$ cat src/pkg/mmd_pkg.sv
`default_nettype none
package mmd_pkg;

    // clock rate and the timing figures, each in nanoseconds
    localparam int CLK_PERIOD_NS      = 100;
    localparam int ROW_TO_MUX_NS      = 50;  // row hold before the mux flips
    localparam int MUX_TO_COL_NS      = 50;  // column setup before its strobe
    localparam int PRECHARGE_NS       = 120; // dram precharge, least time
    localparam int FETCH_REQ_NS       = 110; // fast fetch request high time
    localparam int FETCH_ACTIVE_NS    = 300; // longest active fetch request

    localparam int ADDR_W             = 16;
    localparam int DRAM_ADDR_W        = 8;
    localparam int CNT_W              = 4;

    // map mode codes carried on the two select bits
    localparam logic [1:0] MAP_MODE0  = 2'h0;
    localparam logic [1:0] MAP_MODE1  = 2'h1;
    localparam logic [1:0] MAP_MODE2  = 2'h2;
    localparam logic [1:0] MAP_MODE3  = 2'h3;

    // region bounds, inclusive upper ends except PRN_LOW, an inclusive lower end
    localparam logic [15:0] BOOT_TOP      = 16'h0fff;
    localparam logic [15:0] LOW_RAM_TOP   = 16'h37ff;
    localparam logic [15:0] PRN_LOW       = 16'h37e8;
    localparam logic [15:0] PRN_HIGH      = 16'h37e9;
    localparam logic [15:0] KBD_TOP       = 16'h3bff;
    localparam logic [15:0] VID_TOP       = 16'h3fff;
    localparam logic [15:0] HI_RAM_TOP    = 16'hf3ff;
    localparam logic [15:0] HI_KBD_TOP    = 16'hf7ff;

    // what a decoded access reaches
    typedef enum logic [2:0] {
        REG_RAM_RW,
        REG_RAM_RO,
        REG_ROM_RD_RAM_WR,
        REG_BOOT_ROM,
        REG_PRINTER,
        REG_KEYBOARD,
        REG_VIDEO
    } mmd_region_e;

endpackage
`default_nettype wire

$ cat src/hdl/mmd_memory_ctrl.sv
// Functional notes
// - supports 64K or 128K of dram, chosen by a configuration input.
// - row and column address halves share lines, switched by mux select.
// - data transceiver enable comes from the map decode, its direction from the read line.
// - fast opcode fetch requests are cut short so precharge time is met.
// - the shortened request launches every ram access cycle.
// - fetch accesses finish without any wait state requested.
// - refresh cycles get a row strobe but no mux select or column strobe.
// - pre-row strobe drives bank 0 or bank 1 row strobe per bank select.
// - column strobe latches once asserted and holds to the cycle end.
// - column strobe is withheld on video memory accesses.
// - mode 0 boot on: rom, read-only ram, keyboard, video, upper ram.
// - mode 0 boot off: 0000-37ff is ram that ignores writes.
// - mode 0 decodes 37e8-37e9 as read-only printer status.
// - mode 1 boot on: rom reads, ram writes low; 1000-37ff read-write.
// - mode 1 boot off: 0000-37ff read-write ram, rest as mode 0.
// - mode 2 ignores boot; ram, keyboard f400, video f800-ffff.
// - mode 3 is all ram; boot enable ignored.
`timescale 1ns/1ns
`default_nettype none
module mmd_memory_ctrl
    import mmd_pkg::*;
#(
    parameter int RAM_128K_DEFAULT = 0
) (
    input  wire logic                          ref_clk_i,
    input  wire logic                          rst_i,
    // processor bus, asynchronous to this clock
    input  wire logic [mmd_pkg::ADDR_W-1:0]    cpu_addr_i,
    input  wire logic                          memory_request_i,
    input  wire logic                          opcode_fetch_cycle_i,
    input  wire logic                          refresh_cycle_i,
    input  wire logic                          cpu_read_i,
    input  wire logic                          cpu_write_i,
    input  wire logic                          ram_bank_i,
    // configuration bits from the port logic on this clock
    input  wire logic                          map_select_low_i,
    input  wire logic                          map_select_high_i,
    input  wire logic                          boot_rom_enable_i,
    input  wire logic                          fast_mode_i,
    input  wire logic                          ram_128k_i,
    // dram side
    output logic [mmd_pkg::DRAM_ADDR_W-1:0]    dram_addr_o,
    output logic                               row_strobe_bank0_n_o,
    output logic                               row_strobe_bank1_n_o,
    output logic                               address_mux_select_n_o,
    output logic                               column_strobe_n_o,
    output logic                               dram_write_n_o,
    output logic                               shortened_memory_request_o,
    // transceiver and selects
    output logic                               xcvr_enable_n_o,
    output logic                               xcvr_to_cpu_o,
    output logic                               boot_rom_sel_o,
    output logic                               printer_status_sel_o,
    output logic                               keyboard_sel_o,
    output logic                               video_access_o
);
    import mmd_pkg::*;

    // time to cycles, least times up, longest times down, never below one
    function automatic logic [CNT_W-1:0] cycles_up(input int ns);
        int c;
        c = (ns + CLK_PERIOD_NS - 1) / CLK_PERIOD_NS;
        if (c < 1) c = 1;
        return CNT_W'(c);
    endfunction

    function automatic logic [CNT_W-1:0] cycles_down(input int ns);
        int c;
        c = ns / CLK_PERIOD_NS;
        if (c < 1) c = 1;
        return CNT_W'(c);
    endfunction

    localparam logic [CNT_W-1:0] ROW_CYC   = cycles_up(ROW_TO_MUX_NS);
    localparam logic [CNT_W-1:0] COL_CYC   = cycles_up(MUX_TO_COL_NS);
    localparam logic [CNT_W-1:0] PRE_CYC   = cycles_up(PRECHARGE_NS);
    localparam logic [CNT_W-1:0] FETCH_CYC =
        cycles_down(FETCH_ACTIVE_NS - (PRECHARGE_NS - FETCH_REQ_NS));
    // never cut before the column strobe, or the fetch would read nothing
    localparam logic [CNT_W-1:0] MIN_CUT_CYC = CNT_W'(ROW_CYC + COL_CYC + 1);
    localparam logic [CNT_W-1:0] CUT_CYC     =
        (FETCH_CYC > MIN_CUT_CYC) ? FETCH_CYC : MIN_CUT_CYC;

    // map decode for one address in the current mode
    function automatic mmd_region_e decode(input logic [1:0] mode,
                                           input logic boot,
                                           input logic [15:0] a);
        mmd_region_e r;
        r = REG_RAM_RW;
        case (mode)
            MAP_MODE0: begin
                if (a >= PRN_LOW && a <= PRN_HIGH)
                    r = REG_PRINTER;
                else if (boot && a <= BOOT_TOP)
                    r = REG_BOOT_ROM;
                else if (a <= LOW_RAM_TOP)
                    r = REG_RAM_RO;
                else if (a <= KBD_TOP)
                    r = REG_KEYBOARD;
                else if (a <= VID_TOP)
                    r = REG_VIDEO;
            end
            MAP_MODE1: begin
                if (boot && a <= BOOT_TOP)
                    r = REG_ROM_RD_RAM_WR;
                else if (a <= LOW_RAM_TOP)
                    r = REG_RAM_RW;
                else if (a <= KBD_TOP)
                    r = REG_KEYBOARD;
                else if (a <= VID_TOP)
                    r = REG_VIDEO;
            end
            MAP_MODE2: begin
                if (a > HI_KBD_TOP)
                    r = REG_VIDEO;
                else if (a > HI_RAM_TOP)
                    r = REG_KEYBOARD;
            end
            MAP_MODE3: r = REG_RAM_RW;
            default:   r = REG_RAM_RW;
        endcase
        return r;
    endfunction

    typedef enum logic [2:0] {
        ST_IDLE,
        ST_ROW,
        ST_MUX,
        ST_HOLD,
        ST_PRE
    } mmd_state_e;

    // two-flop synchronisers for every processor pin
    localparam int SYNC_W = ADDR_W + 6;
    logic [SYNC_W-1:0] sync1_reg;
    logic [SYNC_W-1:0] sync2_reg;
    always_ff @(posedge ref_clk_i) begin
        sync1_reg <= {cpu_addr_i, memory_request_i, opcode_fetch_cycle_i,
                      refresh_cycle_i, cpu_read_i, cpu_write_i, ram_bank_i};
        sync2_reg <= sync1_reg;
    end

    wire [ADDR_W-1:0] addr_s  = sync2_reg[SYNC_W-1:6];
    wire              memory_request_s  = sync2_reg[5];
    wire              fetch_s = sync2_reg[4];
    wire              refresh_cycle_s  = sync2_reg[3];
    wire              rd_s    = sync2_reg[2];
    wire              wr_s    = sync2_reg[1];
    wire              bank_s  = sync2_reg[0];

    // map mode from the two select bits
    wire [1:0]        map_mode = {map_select_high_i, map_select_low_i};
    wire mmd_region_e region   = decode(map_mode, boot_rom_enable_i,
                                        addr_s);

    // ram takes part unless the access is rom, keyboard, printer, video or a write to read-only ram
    wire ram_rd_ok = (region == REG_RAM_RW) || (region == REG_RAM_RO);
    wire ram_wr_ok = (region == REG_RAM_RW) ||
                     (region == REG_ROM_RD_RAM_WR);
    wire ram_hit   = (rd_s && ram_rd_ok) || (wr_s && ram_wr_ok);
    wire is_video  = (region == REG_VIDEO);

    // fetch request shortening: a fast fetch is cut after a fixed count
    // so the strobes rise early and precharge fits before the next fetch
    logic [CNT_W-1:0] fetch_cnt_reg;
    logic [CNT_W-1:0] fetch_cnt_next;
    wire fast_fetch = memory_request_s && fetch_s && fast_mode_i && !refresh_cycle_s;
    wire fetch_cut  = fast_fetch && (fetch_cnt_reg >= CUT_CYC);
    wire smreq      = memory_request_s && !fetch_cut;

    assign fetch_cnt_next = !fast_fetch ? '0 :
                            fetch_cut ? fetch_cnt_reg :
                            fetch_cnt_reg + 1'b1;

    // strobe sequencer, launched by the shortened request
    mmd_state_e       state_reg;
    mmd_state_e       state_next;
    logic [CNT_W-1:0] cnt_reg;
    logic [CNT_W-1:0] cnt_next;
    logic             cas_latch_reg;
    logic             cas_latch_next;
    logic             refresh_cycle_cyc_reg;
    logic             bank_reg;
    logic             ram_128k_reg;
    wire              cnt_done = (cnt_reg <= 1'b1);

    always_comb begin
        state_next     = state_reg;
        cnt_next       = cnt_reg;
        cas_latch_next = cas_latch_reg;
        case (state_reg)
            ST_IDLE: begin
                if (smreq) begin
                    state_next = ST_ROW;
                    cnt_next   = ROW_CYC;
                end
            end
            ST_ROW: begin
                if (!smreq) begin
                    state_next = ST_PRE;
                    cnt_next   = PRE_CYC;
                end else if (cnt_done) begin
                    // refresh keeps the row strobe only
                    state_next = refresh_cycle_cyc_reg ? ST_HOLD : ST_MUX;
                    cnt_next   = COL_CYC;
                end else begin
                    cnt_next = cnt_reg - 1'b1;
                end
            end
            ST_MUX: begin
                if (!smreq) begin
                    state_next = ST_PRE;
                    cnt_next   = PRE_CYC;
                end else if (cnt_done) begin
                    state_next     = ST_HOLD;
                    cas_latch_next = ram_hit && !is_video;
                end else begin
                    cnt_next = cnt_reg - 1'b1;
                end
            end
            ST_HOLD: begin
                // held until the request ends, no wait is ever asked for
                if (!smreq) begin
                    state_next     = ST_PRE;
                    cnt_next       = PRE_CYC;
                    cas_latch_next = 1'b0;
                end
            end
            ST_PRE: begin
                cas_latch_next = 1'b0;
                if (cnt_done)
                    state_next = ST_IDLE;
                else
                    cnt_next = cnt_reg - 1'b1;
            end
            default: begin
                state_next     = ST_IDLE;
                cas_latch_next = 1'b0;
            end
        endcase
    end

    // next values of the strobes; outputs are all registered
    wire pre_row_next = (state_next == ST_ROW) || (state_next == ST_MUX) ||
                        (state_next == ST_HOLD);
    wire start_cyc    = (state_reg == ST_IDLE) && (state_next == ST_ROW);
    wire bank_next    = start_cyc ? (bank_s && ram_128k_reg) : bank_reg;
    wire refresh_cycle_next    = start_cyc ? refresh_cycle_s : refresh_cycle_cyc_reg;
    wire mux_next     = !refresh_cycle_next &&
                        ((state_next == ST_MUX) || (state_next == ST_HOLD));
    wire col_sel      = mux_next;
    wire [DRAM_ADDR_W-1:0] addr_next =
        col_sel ? addr_s[ADDR_W-1:DRAM_ADDR_W]
                : addr_s[DRAM_ADDR_W-1:0];
    wire active_next  = pre_row_next && !refresh_cycle_next;
    wire xcvr_next    = active_next && ram_hit;

    // memory size loads RAM_128K_DEFAULT in reset, then is registered from its input every cycle; a 64K build has no bank 1
    always_ff @(posedge ref_clk_i) begin
        if (rst_i)
            ram_128k_reg <= RAM_128K_DEFAULT != 0;
        else
            ram_128k_reg <= ram_128k_i;
    end

    // sequencer state
    always_ff @(posedge ref_clk_i) begin
        if (rst_i) begin
            state_reg     <= ST_IDLE;
            cnt_reg       <= '0;
            cas_latch_reg <= 1'b0;
            fetch_cnt_reg <= '0;
            refresh_cycle_cyc_reg  <= 1'b0;
            bank_reg      <= 1'b0;
        end else begin
            state_reg     <= state_next;
            cnt_reg       <= cnt_next;
            cas_latch_reg <= cas_latch_next;
            fetch_cnt_reg <= fetch_cnt_next;
            refresh_cycle_cyc_reg  <= refresh_cycle_next;
            bank_reg      <= bank_next;
        end
    end

    // dram strobes and address lines
    always_ff @(posedge ref_clk_i) begin
        if (rst_i) begin
            row_strobe_bank0_n_o       <= 1'b1;
            row_strobe_bank1_n_o       <= 1'b1;
            address_mux_select_n_o     <= 1'b1;
            column_strobe_n_o          <= 1'b1;
            dram_write_n_o             <= 1'b1;
            dram_addr_o                <= '0;
            shortened_memory_request_o <= 1'b0;
        end else begin
            row_strobe_bank0_n_o       <= !(pre_row_next && !bank_next);
            row_strobe_bank1_n_o       <= !(pre_row_next && bank_next);
            address_mux_select_n_o     <= !mux_next;
            column_strobe_n_o          <= !cas_latch_next;
            dram_write_n_o             <= !(active_next && wr_s &&
                                            ram_wr_ok);
            dram_addr_o                <= addr_next;
            shortened_memory_request_o <= smreq;
        end
    end

    // transceiver and device selects follow the decode
    always_ff @(posedge ref_clk_i) begin
        if (rst_i) begin
            xcvr_enable_n_o      <= 1'b1;
            xcvr_to_cpu_o        <= 1'b0;
            boot_rom_sel_o       <= 1'b0;
            printer_status_sel_o <= 1'b0;
            keyboard_sel_o       <= 1'b0;
            video_access_o       <= 1'b0;
        end else begin
            xcvr_enable_n_o      <= !xcvr_next;
            xcvr_to_cpu_o        <= rd_s;
            boot_rom_sel_o       <= memory_request_s && rd_s &&
                                    ((region == REG_BOOT_ROM) ||
                                     (region == REG_ROM_RD_RAM_WR));
            printer_status_sel_o <= memory_request_s && rd_s &&
                                    (region == REG_PRINTER);
            keyboard_sel_o       <= memory_request_s && (region == REG_KEYBOARD);
            video_access_o       <= memory_request_s && !refresh_cycle_s && is_video;
        end
    end

endmodule // mmd_memory_ctrl
`default_nettype wire

$ cat config.mk
export PLATFORM = sky130hd
export DESIGN_NAME = mmd_memory_ctrl
export DESIGN_NICKNAME = d
export VERILOG_FILES = /design/src/pkg/mmd_pkg.sv /design/src/hdl/mmd_memory_ctrl.sv
export SDC_FILE = /design/constraint.sdc
export NUM_CORES = 1
export LEC_CHECK = 0
export BUFFER_PORTS_ARGS = -buffer_cell sky130_fd_sc_hd__buf_2
export CAP_MARGIN = 20
export CORE_ASPECT_RATIO = 0.5
export CORE_MARGIN = 5
export CORE_UTILIZATION = 30
export CTS_CLUSTER_SIZE = 24
export DETAILED_ROUTE_END_ITERATION = 10
export GPL_ROUTABILITY_DRIVEN = 0
export PLACE_DENSITY = 0.49
export SLEW_MARGIN = 20
export SYNTH_ARGS = -nofsm -noshare
export SYNTH_HDL_FRONTEND = slang
export SYNTH_SLANG_ARGS = --single-unit
$ cat constraint.sdc
create_clock -name ref_clk_i -period 2.65 [get_ports ref_clk_i]
set_clock_uncertainty 0.2 [all_clocks]
set_input_delay 0.3975 -clock ref_clk_i [delete_from_list [all_inputs] [get_ports ref_clk_i]]
set_output_delay 0.3975 -clock ref_clk_i [all_outputs]
set_load 0.02 [all_outputs]
==> metrics.md <==
| Metric | Value |
|---|---|
| R2R Path End | `column_strobe_n_o$_SDFF_PP1_` |
| CTS tree | `done` |
| DP HPWL | `3.94 mm` |
| Grt total ovfl | `0` |
| Cells after DPL | `around 400` |
| Synth Net Count | `between 200 and 300` |
| Fmax | `between 0.4 and 0.5 GHz` |
| Crit path setup slack, layout | `0.325 ns` |
| Clock Path Buffers | `2` |
| Min Hold Slack | `approximately 0.078 ns` |
| Period utilisation layout | `0.877` |
| Top cell family by delay on the critical path | `simple AND/OR/NAND/NOR gates` |
| Row cnt | `24` |
| Final setup violation count | `0` |
| Number of global-route vias before repair | `between 1.5k and 2k` |
| Cells after Synth | `between 200 and 250` |
| Critical Path RT | `between 2 and 3 ns` |
| Clock root buffer | `clkbuf_16` |
| Post-synth EDFFs | `0` |
| Status | `complete, no violations` |
| Layout cells sized above 1 | `0.236` |
| CP endpoint kind | `flip-flop` |
| Drt wl/cell | `12.1 um` |
| Via count | `around 2.0k` |
| Critical path class | `reg2reg` |
| Worst Path Arrival | `2.34 ns` |
| DIE WIDTH | `roughly 140 um` |
| Setup TNS | `0 ns` |
| # diodes | `0` |
| Crit Path Max Fanout | `3` |
| Antenna violations before repair | `0` |
| Power, Total | `2.64 mW` |
| Leakage | `1.50 nW` |
| Layout area overhead | `34.4%` |
| Sink Count | `79` |
| Seq cells post-synth | `79` |
| CP Cell Sequence | `or3b_1 > or4_4 > a311oi_2 > a21oi_2 > o41a_1` |
| Drc violations | `0` |
| Max-cap viol count | `0` |
| Post-Syn Area | `between 2000 and 3000 sq um` |
| Resized Gates After CTS | `0` |
| R2r startpoint | `sync2_reg[9]$_DFF_P_` |
| Final ANT Viol Nets | `0` |
| Reg2reg path depth | `5` |
| Unrepaired setup endpoints after global routing | `no` |
| Tmin final | `~2.3 ns` |
| Post-Route WL | `~5.3 mm` |
| CP max stage delay | `roughly 0.52 ns` |
| Hold wc startpoint | `ram_128k_i` |
| Layout fillers | `~840` |
| I/O Pins | `between 40 and 50` |
| Tot GR Track Use | `0.106` |
| Top FF cell, synth | `dfxtp_1` |
| Wire length of the first global-routing pass | `roughly 9 mm` |
| CTS Buf Count | `9` |
| Slew @ Worst Pin | `between 0.6 and 0.7 ns` |
| Startpoint types | `flip-flop` |
| Postcts setup bufs | `0` |
| Initial Util | `0.303` |
| H-Tree Depth | `3` |
| Total core area | `8560 sq um` |
| Number of synthesis warnings | `0` |
| DR vias/cell | `between 4 and 5` |
| Slew Limit Fails | `0` |
| Slew margin rel. | `0.530` |
| Pre-CTS setup slack | `approximately 0.33 ns` |
| Full die area | `roughly 11000 sq um` |
| Distinct cells, synth | `54` |
| Hold endpoint | `ram_128k_reg$_SDFF_PP0_` |
| Starting DRT DRC Count | `around 130` |
| HP Class | `in2reg` |
| DRT Pass-1 Iters | `4` |
| Nets@finish | `350` |
| Hold Crit Depth | `2` |
| Worst path bufs/invs | `0` |
| Final non-filler cell total | `between 400 and 500` |
| Clock Pin Slew Worst Setup and Hold Paths | `roughly 0.060 ns` |
| Average size of a mapped cell | `~11 sq um` |
| Sequential share of the synthesized area | `0.610` |
| Async S/R FF share, synth | `0` |
| Hold Vio Cnt, Final | `0` |
| Critical path's slowest cell | `or4_4` |
| Peak supply drop | `approximately 0.00036 V` |
| Worst-Skew Late Latency | `roughly 0.33 ns` |
| R2R Setup Slk | `0.32 ns` |
| Pin count of the biggest net entering global routing | `25` |
| Pwr per Cell Area | `roughly 760 nW/um^2` |
| Buffers on Ports | `48` |
| Die Y | `75.7 um` |
-- worst max-delay path by stage --
stage | from | to | slack (ns) | cells after the start
2_1_floorplan | sync2_reg[10]$_DFF_P_ | column_strobe_n_o$_SDFF_PP1_ | 0.45 | 5
3_3_place_gp | sync2_reg[10]$_DFF_P_ | column_strobe_n_o$_SDFF_PP1_ | 0.39 | 5
3_5_place_dp | sync2_reg[9]$_DFF_P_ | column_strobe_n_o$_SDFF_PP1_ | 0.33 | 5
4_1_cts | sync2_reg[9]$_DFF_P_ | column_strobe_n_o$_SDFF_PP1_ | 0.31 | 5
5_1_grt | fetch_cnt_reg[0]$_SDFFE_PP0N_ | cnt_reg[2]$_SDFFE_PP0P_ | 0.23 | 7
6_report | sync2_reg[9]$_DFF_P_ | column_strobe_n_o$_SDFF_PP1_ | 0.32 | 5
-- metal layers --
layer,track usage,routed length (um),vias up
li1,-,-,1014
met2,0.178,2550,33
met3,0.0376,204,11
met5,0,0,-
met4,0.0649,144,0
met1,0.120,2420,892
-- synth_stat cells (2+ instances only) --
master,n,area [sq um]
clkbuf_1,6,22.5
a21boi_0,2,15.0
nand3b_1,3,22.5
nor2b_1,3,18.8
nand3_1,5,25.0
or2_2,3,18.8
nor2_1,27,101
dfxtp_1,79,1580
nand4b_1,3,26.3
xor2_1,2,17.5
ha_1,4,50.1
o311ai_0,2,17.5
and2_1,3,18.8
nand2b_1,2,12.5
nor4_1,3,18.8
o21ai_0,5,25.0
a21oi_1,6,30.0
and3_1,2,12.5
o22ai_1,2,12.5
mux2i_1,11,110
a21o_1,2,15.0
o31ai_1,3,22.5
o211ai_1,2,15.0
inv_1,6,22.5
nor3_1,12,60.1
nand2_1,13,48.8
-- report_power, final --
part           internal (mW)  switching (mW)
registers               1.25          0.0376
clock network          0.661           0.459
logic                  0.112           0.125
-- logic make-up (layout without fill, tap and decap cells) --
logic type / after synthesis / after routing / synth area share
muxes: 11 / 11 / 0.0425
AOI/OAI and AO/OA: 41 / 41 / 0.121
DFF: 79 / 79 / 0.610
buffers and inverters: 13 / 96 / 0.0193
xor gates and xnor gates: 2 / 2 / 0.00676
adders and majority gates: 4 / 4 / 0.0193
and+or+nand+nor: 89 / 89 / 0.181
-- cell type report --
| type | count | area, sq um | share of cell area |
|---|---|---|---|
| Tap cell | 117 | 146 | 0.0420 |
| Clock buffer | 10 | 239 | 0.0686 |
| Timing Repair Buffer | 74 | 490 | 0.141 |
| Clock inverter | 6 | 42.5 | 0.0122 |
| Inverter | 6 | 22.5 | 0.00647 |
| Multi-Input combinational cell | 147 | 961 | 0.276 |
| Sequential cell | 79 | 1580 | 0.454 |
-- stage by stage --
| step | cell area, sq um | util |
|---|---|---|
| after floorplan | 2590 | - |
| after global placement | 2980 | 0.348 |
| after detailed placement | 2980 | 0.348 |
| after CTS | 3480 | 0.407 |
| after global routing | 3480 | 0.407 |
| final | 3480 | 0.407 |
-- cells in the final DEF (no fill, tap or decap), types with 2 or more instances in the layout --
master,synthesis,routed
clkinv_2,0,2
o21ai_0,5,5
o211ai_1,2,2
a21boi_0,2,2
inv_6,0,2
buf_4,0,4
nor4_1,3,3
a21oi_1,6,6
nand3_1,5,5
mux2i_1,11,11
dlygate4sd3_1,0,22
o311ai_0,2,2
nand3b_1,3,3
clkinvlp_4,0,2
xor2_1,2,2
o31ai_1,3,3
ha_1,4,4
a21o_1,2,2
dfxtp_1,79,79
nor2_1,27,27
clkbuf_16,0,9
o22ai_1,2,2
and2_1,3,3
and3_1,2,2
nand2b_1,2,2
nor3_1,12,12
inv_1,6,6
nor2b_1,3,3
or2_2,3,3
nand4b_1,3,3
nand2_1,13,13
buf_2,1,48
-- timing repair --
action,in CTS,in global routing
hold buffers,22,0
hold endpoints to repair,22,0
setup endpoints to repair,0,0
Note: power is estimated with default switching activity, not from simulation.
